`src/clock_calendar_unit_pkg.sv`:
```
package clock_calendar_unit_pkg;
	// ************************************************************
	// register map, word indices on the plain register port
	// ************************************************************
	localparam logic [2:0] ADDR_CFG = 3'h0;
	localparam logic [2:0] ADDR_PAD = 3'h1;
	localparam logic [2:0] ADDR_ALCFG = 3'h2;
	localparam logic [2:0] ADDR_TWIN = 3'h3;
	localparam logic [2:0] ADDR_AWIN = 3'h4;
	localparam logic [2:0] ADDR_KEY = 3'h5;

	// ************************************************************
	// field positions
	// ************************************************************
	localparam int CFG_EN_BIT = 15;
	localparam int CFG_UNLOCK_BIT = 13;
	localparam int CFG_SYNC_BIT = 12;
	localparam int CFG_HALF_BIT = 11;
	localparam int CFG_OE_BIT = 10;
	localparam int CFG_PTR_LSB = 8;
	localparam int PAD_SEL_BIT = 1;
	localparam int PAD_BUF_BIT = 0;
	localparam int AL_EN_BIT = 15;
	localparam int AL_CHIME_BIT = 14;
	localparam int AL_MASK_LSB = 10;
	localparam int AL_PTR_LSB = 8;

	// ************************************************************
	// window pointer codes and alarm interval codes
	// ************************************************************
	localparam logic [1:0] PTR_MIN_SEC = 2'h0;
	localparam logic [1:0] PTR_WD_HR = 2'h1;
	localparam logic [1:0] PTR_MTH_DAY = 2'h2;
	localparam logic [1:0] PTR_YEAR = 2'h3;
	localparam logic [3:0] MASK_HALF = 4'h0;
	localparam logic [3:0] MASK_SEC = 4'h1;
	localparam logic [3:0] MASK_10SEC = 4'h2;
	localparam logic [3:0] MASK_MIN = 4'h3;
	localparam logic [3:0] MASK_10MIN = 4'h4;
	localparam logic [3:0] MASK_HOUR = 4'h5;
	localparam logic [3:0] MASK_DAY = 4'h6;
	localparam logic [3:0] MASK_WEEK = 4'h7;
	localparam logic [3:0] MASK_MONTH = 4'h8;
	localparam logic [3:0] MASK_YEAR = 4'h9;

	// ************************************************************
	// calendar fields, index into the time array
	// ************************************************************
	localparam int F_SEC = 0;
	localparam int F_MIN = 1;
	localparam int F_HOUR = 2;
	localparam int F_DAY = 3;
	localparam int F_MONTH = 4;
	localparam int F_YEAR = 5;
	localparam logic [5:0][7:0] FIELD_LO = {8'h00, 8'h01, 8'h01, 8'h00, 8'h00, 8'h00};
	localparam logic [5:0][7:0] FIELD_HI = {8'h99, 8'h12, 8'h31, 8'h23, 8'h59, 8'h59};
	localparam logic [2:0] WDAY_MAX = 3'h6;
	localparam logic [7:0] DAY_RST = 8'h01;
	localparam logic [7:0] MONTH_RST = 8'h01;

	// ************************************************************
	// timing
	// ************************************************************
	localparam int XTAL_HZ = 32768;
	localparam logic [15:0] HALF_TICKS = 16'(XTAL_HZ / 2);
	localparam logic [15:0] SYNC_TICKS = 16'h0020;

	// ************************************************************
	// unlock sequence
	// ************************************************************
	localparam logic [15:0] KEY_FIRST = 16'h0055;
	localparam logic [15:0] KEY_SECOND = 16'h00aa;

	typedef enum logic [1:0] {KEY_IDLE, KEY_ARMED, KEY_OPEN} clock_calendar_unit_key_e;
endpackage

```
`src/clock_calendar_unit_bcd_step.sv`:
```
`timescale 1ns/10ps
module clock_calendar_unit_bcd_step (
	input wire logic [7:0] val_i,
	input wire logic [7:0] lo_i,
	input wire logic [7:0] hi_i,
	output logic [7:0] nxt_o,
	output logic wrap_o
);
	// ************************************************************
	// two digit bcd increment with wrap
	// ************************************************************
	always_comb begin
		wrap_o = (val_i >= hi_i);
		if (wrap_o) begin
			nxt_o = lo_i;
		end else if (val_i[3:0] >= 4'h9) begin
			nxt_o = {val_i[7:4] + 4'h1, 4'h0};
		end else begin
			nxt_o = {val_i[7:4], val_i[3:0] + 4'h1};
		end
	end
endmodule // clock_calendar_unit_bcd_step

```
`src/clock_calendar_unit_calendar_ctrl.sv`:
```
// The address-and-strobe port and the register offsets are this design's own decisions.
`timescale 1ns/10ps
// Contract
// - calendar runs only when enabled; enable write needs unlock
// - time window writes only while unlocked
// - sync flag high near rollover ripple
// - half second flag; seconds byte write clears
// - clock pin driven only when output enabled
// - time pointer selects pair, decrements to zero
// - time pointer codes map to field pairs
// - signed trim, times four, added once per minute
// - config register cleared only at power-on
// - source select picks seconds clock or alarm
// - alarm enable self-clears at zero, chime off
// - chime wraps repeat count, else holds zero
// - alarm mask codes select the interval
// - yearly february 29th alarm every four years
// - alarm pointer selects pair, decrements to zero
// - alarm pointer codes map; code three unimplemented
// - repeat counter decrements on each alarm event while nonzero
// - year holds two bcd digits, gated writes
// - month/day bcd layout, gated writes
// - unlock bit settable only right after sequence
// - window reads decrement; writes only high byte
module clock_calendar_unit_calendar_ctrl #(
	parameter logic [15:0] half_ticks_p = clock_calendar_unit_pkg::HALF_TICKS
) (
	input wire logic core_clk_i,
	input wire logic reset_i,
	input wire logic [2:0] reg_addr_i,
	input wire logic [15:0] reg_wdata_i,
	input wire logic [1:0] reg_be_i,
	input wire logic reg_wr_i,
	input wire logic reg_rd_i,
	output logic [15:0] reg_rdata_o,
	input wire logic rtc_xtal_i,
	output logic clk_pin_o,
	output logic clk_pin_oe_o,
	output logic alarm_event_o
);
	import clock_calendar_unit_pkg::*;

	// ************************************************************
	// state
	// ************************************************************
	typedef struct packed {
		logic xtal_meta;
		logic xtal_sync;
		logic xtal_prev;
		logic [15:0] pres;
		logic [10:0] adj;
		logic half_phase;
		logic en;
		logic unlock;
		logic oe;
		logic [1:0] tptr;
		logic [7:0] cal;
		logic pad_sel;
		logic pad_buf;
		logic al_en;
		logic chime;
		logic [3:0] alarm_interval_select;
		logic [1:0] aptr;
		logic [7:0] alarm_repeat_count;
		logic [5:0][7:0] tf;
		logic [2:0] wday;
		logic [4:0][7:0] af;
		logic [2:0] awday;
		clock_calendar_unit_key_e key;
		logic [15:0] rdata;
		logic alarm_pulse;
		logic alarm_evt;
		logic pin_level;
	} clock_calendar_unit_state_s;

	clock_calendar_unit_state_s state_reg;
	clock_calendar_unit_state_s state_next;

	logic xtal_edge;
	logic [15:0] step;
	logic [15:0] pres_sum;
	logic half_tick;
	logic sec_tick;
	logic ripple;
	logic [7:0] day_max;
	logic [6:0] inc;
	logic [5:0] wrap;
	logic [5:0][7:0] nxt;
	logic [5:0][7:0] tn;
	logic [2:0] wday_n;

	// ************************************************************
	// timekeeping prescaler with trim
	// ************************************************************
	assign xtal_edge = state_reg.xtal_sync & ~state_reg.xtal_prev;
	// extra or missing count spreads the trim over the next ticks
	always_comb begin
		if ($signed(state_reg.adj) > 11'sd0) begin
			step = 16'h0002;
		end else if ($signed(state_reg.adj) < 11'sd0) begin
			step = 16'h0000;
		end else begin
			step = 16'h0001;
		end
	end
	assign pres_sum = state_reg.pres + step;
	assign half_tick = state_reg.en & xtal_edge & (pres_sum >= half_ticks_p);
	assign sec_tick = half_tick & state_reg.half_phase;
	// window is wide in core cycles so software sees it ahead of the ripple
	assign ripple = state_reg.en & (state_reg.pres >= half_ticks_p - SYNC_TICKS);

	// ************************************************************
	// bcd calendar chain
	// ************************************************************
	function automatic logic [7:0] days_in_month(input logic [7:0] mon, input logic [7:0] yr);
		logic leap;
		leap = yr[4] ? (yr[3:0] == 4'h2 || yr[3:0] == 4'h6)
			: (yr[3:0] == 4'h0 || yr[3:0] == 4'h4 || yr[3:0] == 4'h8);
		if (mon == 8'h02) begin
			days_in_month = leap ? 8'h29 : 8'h28;
		end else if (mon == 8'h04 || mon == 8'h06 || mon == 8'h09 || mon == 8'h11) begin
			days_in_month = 8'h30;
		end else begin
			days_in_month = 8'h31;
		end
	endfunction

	assign day_max = days_in_month(state_reg.tf[F_MONTH], state_reg.tf[F_YEAR]);
	assign inc[0] = sec_tick;

	genvar gi;
	generate
		for (gi = 0; gi < 6; gi++) begin : g_field
			clock_calendar_unit_bcd_step u_step (
				.val_i(state_reg.tf[gi]),
				.lo_i(FIELD_LO[gi]),
				.hi_i((gi == F_DAY) ? day_max : FIELD_HI[gi]),
				.nxt_o(nxt[gi]),
				.wrap_o(wrap[gi])
			);
			assign inc[gi + 1] = inc[gi] & wrap[gi];
			assign tn[gi] = inc[gi] ? nxt[gi] : state_reg.tf[gi];
		end
	endgenerate

	assign wday_n = ~inc[F_DAY + 1] ? state_reg.wday
		: (state_reg.wday >= WDAY_MAX) ? 3'h0 : state_reg.wday + 3'h1;

	// ************************************************************
	// next state
	// ************************************************************
	always_comb begin
		logic match;
		logic hit;
		logic wr_t;
		logic wr_a;
		match = 1'b0;
		hit = 1'b0;
		wr_t = reg_wr_i & (reg_addr_i == ADDR_TWIN);
		wr_a = reg_wr_i & (reg_addr_i == ADDR_AWIN);
		state_next = state_reg;
		state_next.xtal_meta = rtc_xtal_i;
		state_next.xtal_sync = state_reg.xtal_meta;
		state_next.xtal_prev = state_reg.xtal_sync;
		state_next.alarm_evt = 1'b0;

		if (state_reg.en && xtal_edge) begin
			state_next.pres = half_tick ? pres_sum - half_ticks_p : pres_sum;
			if ($signed(state_reg.adj) > 11'sd0) begin
				state_next.adj = state_reg.adj - 11'h001;
			end else if ($signed(state_reg.adj) < 11'sd0) begin
				state_next.adj = state_reg.adj + 11'h001;
			end
		end
		if (half_tick) begin
			state_next.half_phase = ~state_reg.half_phase;
			state_next.tf = tn;
			state_next.wday = wday_n;
			state_next.alarm_pulse = 1'b0;
		end
		if (inc[F_MIN]) begin
			state_next.adj = {state_reg.cal[7], state_reg.cal, 2'b00};
		end

		// alarm compare against the time about to be stored
		unique case (state_reg.alarm_interval_select)
			MASK_HALF: match = 1'b1;
			MASK_SEC: match = sec_tick;
			MASK_10SEC: match = sec_tick & (tn[F_SEC][3:0] == state_reg.af[F_SEC][3:0]);
			MASK_MIN: match = sec_tick & (tn[F_SEC] == state_reg.af[F_SEC]);
			MASK_10MIN: match = sec_tick & (tn[F_SEC] == state_reg.af[F_SEC])
				& (tn[F_MIN][3:0] == state_reg.af[F_MIN][3:0]);
			MASK_HOUR: match = sec_tick & (tn[1:0] == state_reg.af[1:0]);
			MASK_DAY: match = sec_tick & (tn[2:0] == state_reg.af[2:0]);
			MASK_WEEK: match = sec_tick & (tn[2:0] == state_reg.af[2:0])
				& (wday_n == state_reg.awday);
			MASK_MONTH: match = sec_tick & (tn[3:0] == state_reg.af[3:0]);
			// a feb 29th target only exists in leap years
			MASK_YEAR: match = sec_tick & (tn[4:0] == state_reg.af[4:0]);
			default: match = 1'b0;
		endcase
		hit = half_tick & state_reg.al_en & match;
		if (hit) begin
			state_next.alarm_evt = 1'b1;
			state_next.alarm_pulse = 1'b1;
			if (state_reg.alarm_repeat_count == 8'h00) begin
				if (state_reg.chime) begin
					state_next.alarm_repeat_count = 8'hff;
				end else begin
					state_next.al_en = 1'b0;
				end
			end else begin
				state_next.alarm_repeat_count = state_reg.alarm_repeat_count - 8'h01;
			end
		end

		// unlock window lasts exactly one cycle after the second key
		unique case (state_reg.key)
			KEY_IDLE: state_next.key = KEY_IDLE;
			KEY_ARMED: state_next.key = reg_wr_i ? KEY_IDLE : KEY_ARMED;
			KEY_OPEN: state_next.key = KEY_IDLE;
		endcase
		if (reg_wr_i && reg_addr_i == ADDR_KEY) begin
			if (reg_wdata_i == KEY_FIRST) begin
				state_next.key = KEY_ARMED;
			end else if (reg_wdata_i == KEY_SECOND && state_reg.key == KEY_ARMED) begin
				state_next.key = KEY_OPEN;
			end
		end

		// ************************************************************
		// register writes
		// ************************************************************
		if (reg_wr_i && reg_addr_i == ADDR_CFG) begin
			if (reg_be_i[1]) begin
				if (state_reg.unlock) begin
					state_next.en = reg_wdata_i[CFG_EN_BIT];
				end
				if (!reg_wdata_i[CFG_UNLOCK_BIT] || state_reg.key == KEY_OPEN) begin
					state_next.unlock = reg_wdata_i[CFG_UNLOCK_BIT];
				end
				state_next.oe = reg_wdata_i[CFG_OE_BIT];
				state_next.tptr = reg_wdata_i[CFG_PTR_LSB +: 2];
			end
			if (reg_be_i[0]) begin
				state_next.cal = reg_wdata_i[7:0];
			end
		end
		if (reg_wr_i && reg_addr_i == ADDR_PAD && reg_be_i[0]) begin
			state_next.pad_sel = reg_wdata_i[PAD_SEL_BIT];
			state_next.pad_buf = reg_wdata_i[PAD_BUF_BIT];
		end
		if (reg_wr_i && reg_addr_i == ADDR_ALCFG) begin
			if (reg_be_i[1]) begin
				state_next.al_en = reg_wdata_i[AL_EN_BIT];
				state_next.chime = reg_wdata_i[AL_CHIME_BIT];
				state_next.alarm_interval_select = reg_wdata_i[AL_MASK_LSB +: 4];
				state_next.aptr = reg_wdata_i[AL_PTR_LSB +: 2];
			end
			if (reg_be_i[0]) begin
				state_next.alarm_repeat_count = reg_wdata_i[7:0];
			end
		end
		if (wr_t && state_reg.unlock) begin
			unique case (state_reg.tptr)
				PTR_MIN_SEC: begin
					if (reg_be_i[1]) begin
						state_next.tf[F_MIN] = {1'b0, reg_wdata_i[14:8]};
					end
					if (reg_be_i[0]) begin
						state_next.tf[F_SEC] = {1'b0, reg_wdata_i[6:0]};
						state_next.half_phase = 1'b0;
						state_next.pres = 16'h0000;
					end
				end
				PTR_WD_HR: begin
					if (reg_be_i[1]) begin
						state_next.wday = reg_wdata_i[10:8];
					end
					if (reg_be_i[0]) begin
						state_next.tf[F_HOUR] = {2'b00, reg_wdata_i[5:0]};
					end
				end
				PTR_MTH_DAY: begin
					if (reg_be_i[1]) begin
						state_next.tf[F_MONTH] = {3'b000, reg_wdata_i[12:8]};
					end
					if (reg_be_i[0]) begin
						state_next.tf[F_DAY] = {2'b00, reg_wdata_i[5:0]};
					end
				end
				PTR_YEAR: begin
					if (reg_be_i[0]) begin
						state_next.tf[F_YEAR] = reg_wdata_i[7:0];
					end
				end
			endcase
		end
		if (wr_a) begin
			unique case (state_reg.aptr)
				PTR_MIN_SEC: begin
					if (reg_be_i[1]) begin
						state_next.af[F_MIN] = {1'b0, reg_wdata_i[14:8]};
					end
					if (reg_be_i[0]) begin
						state_next.af[F_SEC] = {1'b0, reg_wdata_i[6:0]};
					end
				end
				PTR_WD_HR: begin
					if (reg_be_i[1] && state_reg.unlock) begin
						state_next.awday = reg_wdata_i[10:8];
					end
					if (reg_be_i[0] && state_reg.unlock) begin
						state_next.af[F_HOUR] = {2'b00, reg_wdata_i[5:0]};
					end
				end
				PTR_MTH_DAY: begin
					if (reg_be_i[1] && state_reg.unlock) begin
						state_next.af[F_MONTH] = {3'b000, reg_wdata_i[12:8]};
					end
					if (reg_be_i[0] && state_reg.unlock) begin
						state_next.af[F_DAY] = {2'b00, reg_wdata_i[5:0]};
					end
				end
				PTR_YEAR: begin
				end
			endcase
		end

		// ************************************************************
		// reads and pointer walk
		// ************************************************************
		state_next.rdata = 16'h0000;
		if (reg_rd_i) begin
			unique case (reg_addr_i)
				ADDR_CFG: state_next.rdata = {state_reg.en, 1'b0, state_reg.unlock, ripple,
					state_reg.half_phase, state_reg.oe, state_reg.tptr, state_reg.cal};
				ADDR_PAD: state_next.rdata = {14'h0000, state_reg.pad_sel, state_reg.pad_buf};
				ADDR_ALCFG: state_next.rdata = {state_reg.al_en, state_reg.chime,
					state_reg.alarm_interval_select, state_reg.aptr, state_reg.alarm_repeat_count};
				ADDR_TWIN: begin
					unique case (state_reg.tptr)
						PTR_MIN_SEC: state_next.rdata = {state_reg.tf[F_MIN], state_reg.tf[F_SEC]};
						PTR_WD_HR: state_next.rdata = {5'h00, state_reg.wday, state_reg.tf[F_HOUR]};
						PTR_MTH_DAY: state_next.rdata = {state_reg.tf[F_MONTH], state_reg.tf[F_DAY]};
						PTR_YEAR: state_next.rdata = {8'h00, state_reg.tf[F_YEAR]};
					endcase
				end
				ADDR_AWIN: begin
					unique case (state_reg.aptr)
						PTR_MIN_SEC: state_next.rdata = {state_reg.af[F_MIN], state_reg.af[F_SEC]};
						PTR_WD_HR: state_next.rdata = {5'h00, state_reg.awday, state_reg.af[F_HOUR]};
						PTR_MTH_DAY: state_next.rdata = {state_reg.af[F_MONTH], state_reg.af[F_DAY]};
						PTR_YEAR: state_next.rdata = 16'h0000;
					endcase
				end
				default: state_next.rdata = 16'h0000;
			endcase
		end
		// full word reads hit both bytes, so any read walks the pointer
		if ((reg_rd_i || (wr_t && reg_be_i[1])) && reg_addr_i == ADDR_TWIN
			&& state_reg.tptr != 2'h0) begin
			state_next.tptr = state_reg.tptr - 2'h1;
		end
		if ((reg_rd_i || (wr_a && reg_be_i[1])) && reg_addr_i == ADDR_AWIN
			&& state_reg.aptr != 2'h0) begin
			state_next.aptr = state_reg.aptr - 2'h1;
		end

		// seconds clock is high in the first half of each second
		state_next.pin_level = state_next.pad_sel ? ~state_next.half_phase
			: state_next.alarm_pulse;
	end

	// ************************************************************
	// registers, power-on reset only
	// ************************************************************
	always_ff @(posedge core_clk_i or posedge reset_i) begin
		if (reset_i) begin
			state_reg <= '0;
			state_reg.tf[F_DAY] <= DAY_RST;
			state_reg.tf[F_MONTH] <= MONTH_RST;
			state_reg.af[F_DAY] <= DAY_RST;
			state_reg.af[F_MONTH] <= MONTH_RST;
		end else begin
			state_reg <= state_next;
		end
	end

	assign reg_rdata_o = state_reg.rdata;
	assign clk_pin_o = state_reg.pin_level & state_reg.oe;
	assign clk_pin_oe_o = state_reg.oe;
	assign alarm_event_o = state_reg.alarm_evt;
endmodule // clock_calendar_unit_calendar_ctrl

```
`config.mk`:
```
export PLATFORM = sky130hd
export DESIGN_NAME = clock_calendar_unit_calendar_ctrl
export DESIGN_NICKNAME = d
export VERILOG_FILES = /design/src/clock_calendar_unit_pkg.sv /design/src/clock_calendar_unit_bcd_step.sv /design/src/clock_calendar_unit_calendar_ctrl.sv
export SDC_FILE = /design/constraint.sdc
export NUM_CORES = 1
export LEC_CHECK = 0
export ABC_AREA = 1
export BUFFER_PORTS_ARGS = -buffer_cell sky130_fd_sc_hd__buf_2
export CAP_MARGIN = 20
export CELL_PAD_IN_SITES_DETAIL_PLACEMENT = 0
export CELL_PAD_IN_SITES_GLOBAL_PLACEMENT = 1
export CORE_MARGIN = 2
export CORE_UTILIZATION = 48
export CTS_BUF_LIST = sky130_fd_sc_hd__clkbuf_2
export DETAILED_ROUTE_END_ITERATION = 6
export GPL_ROUTABILITY_DRIVEN = 0
export PLACE_DENSITY = 0.88
export SLEW_MARGIN = 40
export SYNTH_ARGS = -nofsm -noshare
export SYNTH_HDL_FRONTEND = slang
export SYNTH_SLANG_ARGS = --single-unit
```
`constraint.sdc`:
```
create_clock -name core_clk_i -period 7.5 [get_ports core_clk_i]
set_input_delay 1.875 -clock core_clk_i [delete_from_list [all_inputs] [get_ports core_clk_i]]
set_output_delay 1.875 -clock core_clk_i [all_outputs]
set_load 0.02 [all_outputs]
```
==> results of run 1 <==
## cell families after synthesis
kind of cell | synth area share
DFF | 0.367
adders and majority gates | 0.0689
and+or+nand+nor | 0.241
muxes | 0.000873
buffers and inverters | 0.100
xor gates and xnor gates | 0.0328
AOI/OAI and AO/OA | 0.189
## through the flow
step                instances  hold WS, ps  area (µm²)  setup slack (ps)  total power, mW
floorplan                1519          331       11500              1080             2.81
global placement         1827          333       11800               780             3.28
detailed placement       1827          343       11800               640             3.32
CTS                      1859          358       12000               508             3.75
global route             1865          366       12100              50.3             4.11
finish                   1865          354       12100               991             3.77
## synthesized netlist by cell type, types with 3 or more instances
cell / n / area (µm²)
ha_1: 60 / 751
a21oi_1: 97 / 485
nand4_1: 27 / 169
inv_1: 194 / 728
a31oi_1: 18 / 113
o21ai_0: 132 / 661
o2111ai_1: 8 / 70.1
a211oi_1: 16 / 120
o31ai_1: 3 / 22.5
nor4_1: 14 / 87.6
or2_2: 6 / 37.5
nand2_2: 8 / 50.1
nand3_1: 75 / 375
clkbuf_1: 33 / 124
buf_4: 18 / 135
nor3_1: 20 / 100
nand3_2: 5 / 50.1
a22oi_1: 14 / 105
o211ai_1: 19 / 143
dfrtp_1: 164 / 4100
clkinv_1: 4 / 15.0
nand3b_1: 10 / 75.1
inv_2: 5 / 18.8
nor2_4: 3 / 33.8
o21ai_1: 7 / 35.0
nand2_4: 3 / 33.8
a221oi_1: 12 / 105
xnor2_1: 13 / 114
o221ai_1: 11 / 96.3
o22ai_1: 11 / 68.8
dfstp_2: 4 / 105
buf_2: 10 / 50.1
nor2_1: 117 / 439
xor2_1: 30 / 263
nand2_1: 309 / 1160
## how the worst min path moves through the flow
stage	from	to
finish	state_next[175]	state_next[174]
global route	state_next[175]	state_next[174]
CTS	state_next[175]	state_next[174]
detailed placement	state_next[175]	state_next[174]
global placement	state_next[175]	state_next[174]
floorplan	state_next[175]	state_next[174]
## per-layer routing
metal  GRT usage  vias to the layer above
met3      0.0452                       68
met5           0                        -
li1            -                     5140
met2       0.451                      357
met1       0.402                     5013
met4       0.108                        0
## report_power, final
part / total (mW) / leakage [nW] / switching [mW] / internal, mW
Clock: 0.434 / 0.114 / 0.345 / 0.0892
Combinational: 1.86 / 3.62 / 1.19 / 0.677
Sequential: 1.48 / 2.11 / 0.316 / 1.16
Total: 3.77 / 5.84 / 1.85 / 1.92
## what timing repair did
action	CTS	global route
buffers inserted	0	5
gates resized for setup	0	3
endpoints found under the setup margin	0	12
## area by class of cell
class	count	area, µm²	share of cell area
repair buffers	61	364	0.0301
multi-input cells	1080	6130	0.508
clock buffers	18	90.1	0.00746
diodes	1	2.50	0.000207
flip-flops and latches	168	4210	0.348
clock inverters	14	98.8	0.00818
well taps	319	399	0.0330
inverters	204	783	0.0648
==> run_results.csv, run 1 <==
group,metric,value,unit
status,status,"finished clean",
drt,drc_errors,0,
cts,path_clk_slew,270,ps
floorplan,start_util,0.489,
floorplan,floorplan.core_area,23500,µm²
cells_and_area,largest_reg_flops,148,
drt,firstDrtPassIters,6,
pwr,powerDensity,312,nW/µm²
setup_path,crit_buf_inv,4,
synthesis,synth_warnings,0,
flow_run,max_cap_violations,0,
setup_path,r2r_start,"state_reg[151]",
setup_path,r2r_end,"state_reg[0]",
synthesis,synthArstFlopShare,1.00,
setup_path,ff2ff_path_depth,42,
global_route,grt_pass1_wl,55.2,mm
synthesis,synth_nets,1607,
cts,cts_htree_levels,4,
cells_and_area,final_cell_mix,"309 x nand2_1, 193 x inv_1, 164 x dfrtp_1",
setup_path,max_stage_delay,470,ps
drt,met1_length,15.6,mm
setup_path,crit_family,"simple AND/OR/NAND/NOR gates",
sta,min_period,6510,ps
global_route,grt_max_degree,109,
sta,tightest_slew,851,ps
sta,setup_viol,0,
synthesis,synth_cells,1519,
cells_and_area,fill_cells,2335,
cells_and_area,area_delta_synth_final,5.33,%
synthesis,yosysSeqAreaShare,0.367,
sta,skew,44.3,ps
cts,cts.sinks,168,
global_route,gr-total-overflow,0,
synthesis,synth_flop_cell,"dfrtp_1",
sta,rsz0062_at_grt,"false",
floorplan,chipWidth,159,µm
drt,top_layer,"met4",
synthesis,synth_edf_count,0,
cts,ctsHoldBuffers,0,
min_path,hold_path_class,"register to register",
cts,root_buffer,"clkbuf_2",
cells_and_area,final_common_cell,"nand2_1",
setup_path,critPathArrivalTime,7190,ps
floorplan,num_rows,56,
global_route,antenna_found_initial,1,
synthesis,avgSynthCellArea,7.55,µm²
setup_path,r2r_slack,990,ps
pwr,leakage,5.84,nW
sta,slew_headroom,0.433,
cts,cts_made_buffers,17,
place,numPortBuffers,44,
sta,tns,0,ps
setup_path,cp.required,8180,ps
place,dp_hpwl,25.7,mm
drt,met2_length,15.7,mm
global_route,grt_pass1_vias,10100,
drt,postRouteWirelength,34.5,mm
drt,routedWlPerCell,18.5,µm
drt,antenna_left,0,
cells_and_area,drive_gt1_frac,0.0945,
synthesis,syn-cell-area,11500,µm²
setup_path,crit_path_end_kind,"register",
global_route,track_usage,0.288,
setup_path,startpoint,"state_reg[151]",
sta,period_share,0.868,
setup_path,cp-endpoint,"state_reg[0]",
floorplan,fp.dieArea,25100,µm²
cts,ctsLongestPathBuffers,2,
setup_path,cpMostUsedCell,"nand2_1",
cts,cts_tree,"built",
floorplan,io_pins,45,
sta,hold_viol,0,
cells_and_area,finish.utilization,0.515,
setup_path,slowest_stage,"dfrtp_1",
setup_path,path_class,"register to register",
synthesis,ys_seq_elements,168,
setup_path,cp_max_fo,20,
min_path,whs_path_depth,0,
drt,drt-initial-drc-count,984,
cts,worst_skew_pair.late_latency,760,ps
cells_and_area,nets,1620,
sta,slew_violations,0,
setup_path,cp_num_cells,42,
drt,wl_met3,2.16,mm
drt,vias,10600,
synthesis,synth_cell_types,61,
sta,max_clock_freq,0.154,GHz
floorplan,die_h,159,µm
setup_path,setup.worst_path.start_class,"register",
drt,vias_per_cell,5.67,
pwr,ir_drop,0.000193,V
Note: power is estimated with default switching activity, not from simulation.
==> run 2: changes to the inputs <==
- CAP_MARGIN: 20 -> default
- CORE_UTILIZATION: 48 -> 45
- PLACE_DENSITY: 0.88 -> 0.83
==> run 2 against run 1 <==
  * Fmax is 4.8% lower
  * Sequential power about the same
  * Total power increased by 1.4%
  * Register-to-register slack worse by 330 ps
  * Via count decreased by 0.22%
  * Worst hold slack gained 41 ps
  * Design area is 0.17% lower
  * Utilization is 3.4 points lower
  * Cell count up 0.21%
  * Largest cell class unchanged
  * Largest power group unchanged
==> run_results.csv, run 2 (synthesis gave the netlist of run 1 again) <==
group,metric,value,unit
status,status,"finished clean",
floorplan,floorplan.core_area,25100,µm²
place,numPortBuffers,44,
pwr,ir_drop,0.000142,V
flow_run,max_cap_violations,0,
floorplan,fp.dieArea,26800,µm²
cells_and_area,final_area,12100,µm²
drt,antenna_left,0,
cts,ctsLongestPathBuffers,2,
pwr,internal_power,1.94,mW
sta,slew_violations,0,
sta,skew,41.0,ps
cells_and_area,fill_cells,2546,
drt,vias,10600,
cells_and_area,final_cell_mix,"309 x nand2_1, 193 x inv_1, 164 x dfrtp_1",
min_path,whs_path_depth,0,
floorplan,chipWidth,164,µm
drt,postRouteWirelength,35.5,mm
setup_path,cpMostUsedCell,"nand2_1",
cts,cts_tree,"built",
setup_path,max_stage_delay,460,ps
pwr,combinationalPowerShare,0.487,
global_route,grt_pass1_vias,9993,
floorplan,start_util,0.457,
drt,vias_per_cell,5.65,
sta,min_period,6840,ps
cells_and_area,nets,1613,
cells_and_area,largest_reg_flops,148,
sta,rsz0062_at_grt,"false",
drt,drt-initial-drc-count,863,
cells_and_area,drive_gt1_frac,0.0949,
sta,period_share,0.912,
cts,path_clk_slew,280,ps
pwr,power_switching_share,0.494,
sta,hold_viol,0,
global_route,track_usage,0.273,
floorplan,die_h,164,µm
cts,cts_htree_levels,4,
setup_path,ff2ff_path_depth,42,
place,dpl_cell_area,11800,µm²
setup_path,setup.worst_path.start_class,"register",
pwr,leakage,5.81,nW
cts,root_buffer,"clkbuf_2",
floorplan,io_pins,45,
min_path,hold_path_class,"register to register",
setup_path,slowest_stage,"dfrtp_1",
setup_path,crit_path_end_kind,"register",
setup_path,critPathArrivalTime,7570,ps
floorplan,num_rows,58,
sta,setup_viol,0,
pwr,pwr-share-seq,0.385,
cells_and_area,final_common_cell,"nand2_1",
global_route,antenna_found_initial,1,
global_route,grt_pass1_wl,56.1,mm
setup_path,cp.required,8230,ps
setup_path,path_class,"register to register",
sta,tightest_slew,785,ps
drt,drc_errors,0,
pwr,powerDensity,317,nW/µm²
cts,cts.sinks,168,
cts,cts_made_buffers,17,
pwr,p_clk_frac,0.128,
sta,slew_headroom,0.472,
pwr,p_sw,1.89,mW
cells_and_area,area_delta_synth_final,5.16,%
drt,firstDrtPassIters,5,
cts,post_cts_buffers,0,
drt,routedWlPerCell,19.0,µm
cells_and_area,finish.utilization,0.480,
sta,tns,0,ps
place,dp_hpwl,26.5,mm
global_route,gr-total-overflow,0,
pwr,power,3.82,mW
setup_path,cp_max_fo,20,
cts,worst_skew_pair.late_latency,800,ps
sta,max_clock_freq,0.146,GHz
global_route,grt_max_degree,79,
-- run 2: metrics by stage --
stage / hold slack [ps] / setup WS [ps] / instances
floorplan: 331 / 1080 / 1519
CTS: 398 / 321 / 1868
finish: 395 / 663 / 1869
global placement: 340 / 628 / 1836
detailed placement: 342 / 380 / 1836
global route: 410 / 38.2 / 1869
-- run 2: path summary, 6_finish.rpt --
| path | start | end | slack (ps) |
|---|---|---|---|
| setup / recovery | state_reg[151] | state_reg[120] | 660 |
| hold / removal | state_next[175] | state_next[174] | 400 |
| setup reg to reg | state_reg[151] | state_reg[120] | 660 |
| hold reg to reg | state_next[175] | state_next[174] | 400 |
| max in group asynchronous | reset_i | state_reg[140] | 5110 |
| min in group asynchronous | reset_i | state_reg[150] | 1150 |
-- run 2: critical path: cells and delay by family (launching register included) --
| family | cells | cell delay [ps] |
|---|---|---|
| simple gates | 34 | 4750 |
| fa+ha+maj | 3 | 880 |
| flops | 1 | 460 |
| buf+inv | 2 | 270 |
| xor+xnor | 1 | 220 |
| compound gates | 2 | 180 |
-- run 2: layout make-up --
class	instances	area, µm²	area share
antenna	1	2.50	0.000207
inverter	204	776	0.0643
timing repair buffer	54	295	0.0245
tap	330	413	0.0342
clock buffer	17	85.1	0.00705
multi-input combinational	1080	6150	0.510
clock inverter	15	134	0.0111
sequential	168	4210	0.349
-- run 2: repair_timing --
item,4_1_cts,5_1_grt
gates resized for setup,0,2
endpoints found under the setup margin,0,12
hold buffers,0,0
-- run 2: per-layer routing --
| layer | part of all wire | vias to the layer above | track usage |
|---|---|---|---|
| li1 | - | 5122 | - |
| met1 | 0.46 | 5034 | 0.388 |
| met2 | 0.45 | 336 | 0.429 |
| met3 | 0.062 | 63 | 0.0485 |
| met4 | 0.023 | 0 | 0.0726 |
| met5 | 0 | - | 0 |
-- run 2: power by group through the flow --
stage / combinational [mW] / sequential, mW / clock, mW
floorplan: 1.43 / 1.38 / 0
global placement: 1.81 / 1.48 / 0
detailed placement: 1.83 / 1.48 / 0
CTS: 1.84 / 1.46 / 0.498
global route: 2.11 / 1.51 / 0.529
finish: 1.86 / 1.47 / 0.489
==> run 3: changes to the inputs <==
- PLACE_DENSITY: 0.83 -> 0.79
==> run 3 against run 2 <==
  * Fmax is 4.8% higher
  * Global-route usage up 0.36 points
  * Design area rose by 0.32%
  * Clock skew is 9.3 ps higher
  * Flip-flop and latch count is the same
  * Utilization is 0.15 points higher
  * Die area unchanged
==> run_results.csv, run 3 (synthesis gave the netlist of run 1 again) <==
group,metric,value,unit
setup_path,max_stage_delay,480,ps
floorplan,floorplan.core_area,25100,µm²
setup_path,setup.worst_path.start_class,"register",
drt,postRouteWirelength,36.1,mm
cells_and_area,multi_input_area,6150,µm²
sta,setup_viol,0,
sta,rsz0062_at_grt,"false",
min_path,hold_path_class,"register to register",
drt,routedWlPerCell,19.3,µm
sta,period_share,0.870,
cells_and_area,drive_gt1_frac,0.0960,
cells_and_area,finish.utilization,0.482,
cts,cts.sinks,168,
sta,slew_headroom,0.433,
global_route,grt_pass1_vias,9978,
flow_run,max_cap_violations,0,
drt,vias_per_cell,5.66,
floorplan,start_util,0.457,
pwr,powerDensity,316,nW/µm²
cts,root_buffer,"clkbuf_2",
cells_and_area,largest_reg_flops,148,
global_route,grt_busiest_layer,"met2",
global_route,grt_max_degree,75,
cts,ctsLongestPathBuffers,2,
global_route,grt_pass1_wl,56.8,mm
cts,worst_skew_pair.late_latency,790,ps
global_route,grtUsageMet1,0.390,
setup_path,cp_max_fo,20,
status,status,"finished clean",
setup_path,path_class,"register to register",
drt,vias,10600,
global_route,track_usage,0.276,
cts,cts_htree_levels,4,
place,dp_slack,483,ps
cts,cts_made_buffers,17,
setup_path,cp.required,8210,ps
floorplan,num_rows,58,
place,dp_hpwl,26.8,mm
cts,cts_tree,"built",
drt,drc_errors,0,
cts,path_clk_slew,250,ps
cells_and_area,final_cell_mix,"309 x nand2_1, 193 x inv_1, 164 x dfrtp_1",
place,numPortBuffers,44,
pwr,leakage,5.83,nW
setup_path,cpMostUsedCell,"nand2_1",
sta,hold_viol,0,
setup_path,slowest_stage,"dfrtp_1",
setup_path,critPathArrivalTime,7240,ps
cells_and_area,final_common_cell,"nand2_1",
global_route,antenna_found_initial,2,
drt,drt-initial-drc-count,916,
floorplan,fp.dieArea,26800,µm²
floorplan,chipWidth,164,µm
global_route,gr-usage-met2,0.444,
cells_and_area,regArea,4210,µm²
setup_path,crit_path_end_kind,"register",
floorplan,io_pins,45,
sta,tightest_slew,848,ps
sta,slew_violations,0,
cells_and_area,fill_cells,2614,
sta,skew,50.3,ps
sta,fin_ws,977,ps
floorplan,die_h,164,µm
global_route,gr-total-overflow,0,
sta,tns,0,ps
cells_and_area,area_delta_synth_final,5.50,%
drt,antenna_left,0,
sta,max_clock_freq,0.153,GHz
drt,firstDrtPassIters,7,
pwr,ir_drop,0.000194,V
global_route,use_met3,0.0373,
sta,min_period,6520,ps
cells_and_area,nets,1617,
run 3: changes by cell type in the layout (fill, tap and decap cells not counted), sizes merged:
cell	before	now
clkbuf	17	19
inv	210	203
clkinv	6	11
clkinvlp	3	2
buf	54	58
bufinv	0	1
run 3: report_power, final:
| group | switching (mW) | internal, mW | total [mW] | leakage [nW] |
|---|---|---|---|---|
| Sequential | 0.323 | 1.16 | 1.48 | 2.11 |
| Combinational | 1.18 | 0.674 | 1.86 | 3.59 |
| Clock | 0.356 | 0.126 | 0.482 | 0.135 |
run 3: path summary, 6_finish.rpt:
kind                                    to             from  slack (ps)  cells past startpoint
min                        state_next[174]  state_next[175]         380                      0
max reg2reg                   state_reg[0]   state_reg[148]         980                     42
max in group asynchronous    state_reg[45]          reset_i        5500                      3
min reg2reg                state_next[174]  state_next[175]         380                      0
max                           state_reg[0]   state_reg[148]         980                     42
min in group asynchronous    alarm_event_o          reset_i         970                      2
run 3: per-stage QoR:
stage               hold slack (ps)  cells  power [mW]  cell area, µm²
global route                    407   1873        4.15           12100
CTS                             384   1869        3.80           12100
finish                          382   1873        3.82           12100
global placement                334   1837        3.29           11800
floorplan                       331   1519        2.81           11500
detailed placement              336   1837        3.32           11800
run 3: critical path, delay by kind of cell (launching register included):
family          cells  cell delay [ps]
simple gates       33             4360
fa+ha+maj           3              880
flops               1              480
buf+inv             2              260
compound gates      3              240
xor+xnor            1              220
run 3: area by class of cell:
cell class,count,share of cell area
timing repair buffer,58,0.0275
multi-input combinational,1080,0.508
sequential,168,0.348
clock buffer,19,0.00786
clock inverter,13,0.0100
inverter,204,0.0641
tap,330,0.0341
antenna,1,0.000207
run 3: timing repair:
action,4_1_cts,5_1_grt
hold buffers,0,0
resized for setup,0,3
setup buffers,0,3
setup endpoints to repair,0,12
run 3: per-layer routing:
| layer | up-vias | part of all wire |
|---|---|---|
| met4 | 2 | 0.022 |
| met3 | 56 | 0.058 |
| met5 | - | 0.00036 |
| met2 | 350 | 0.46 |
| met1 | 5048 | 0.46 |
| li1 | 5150 | - |
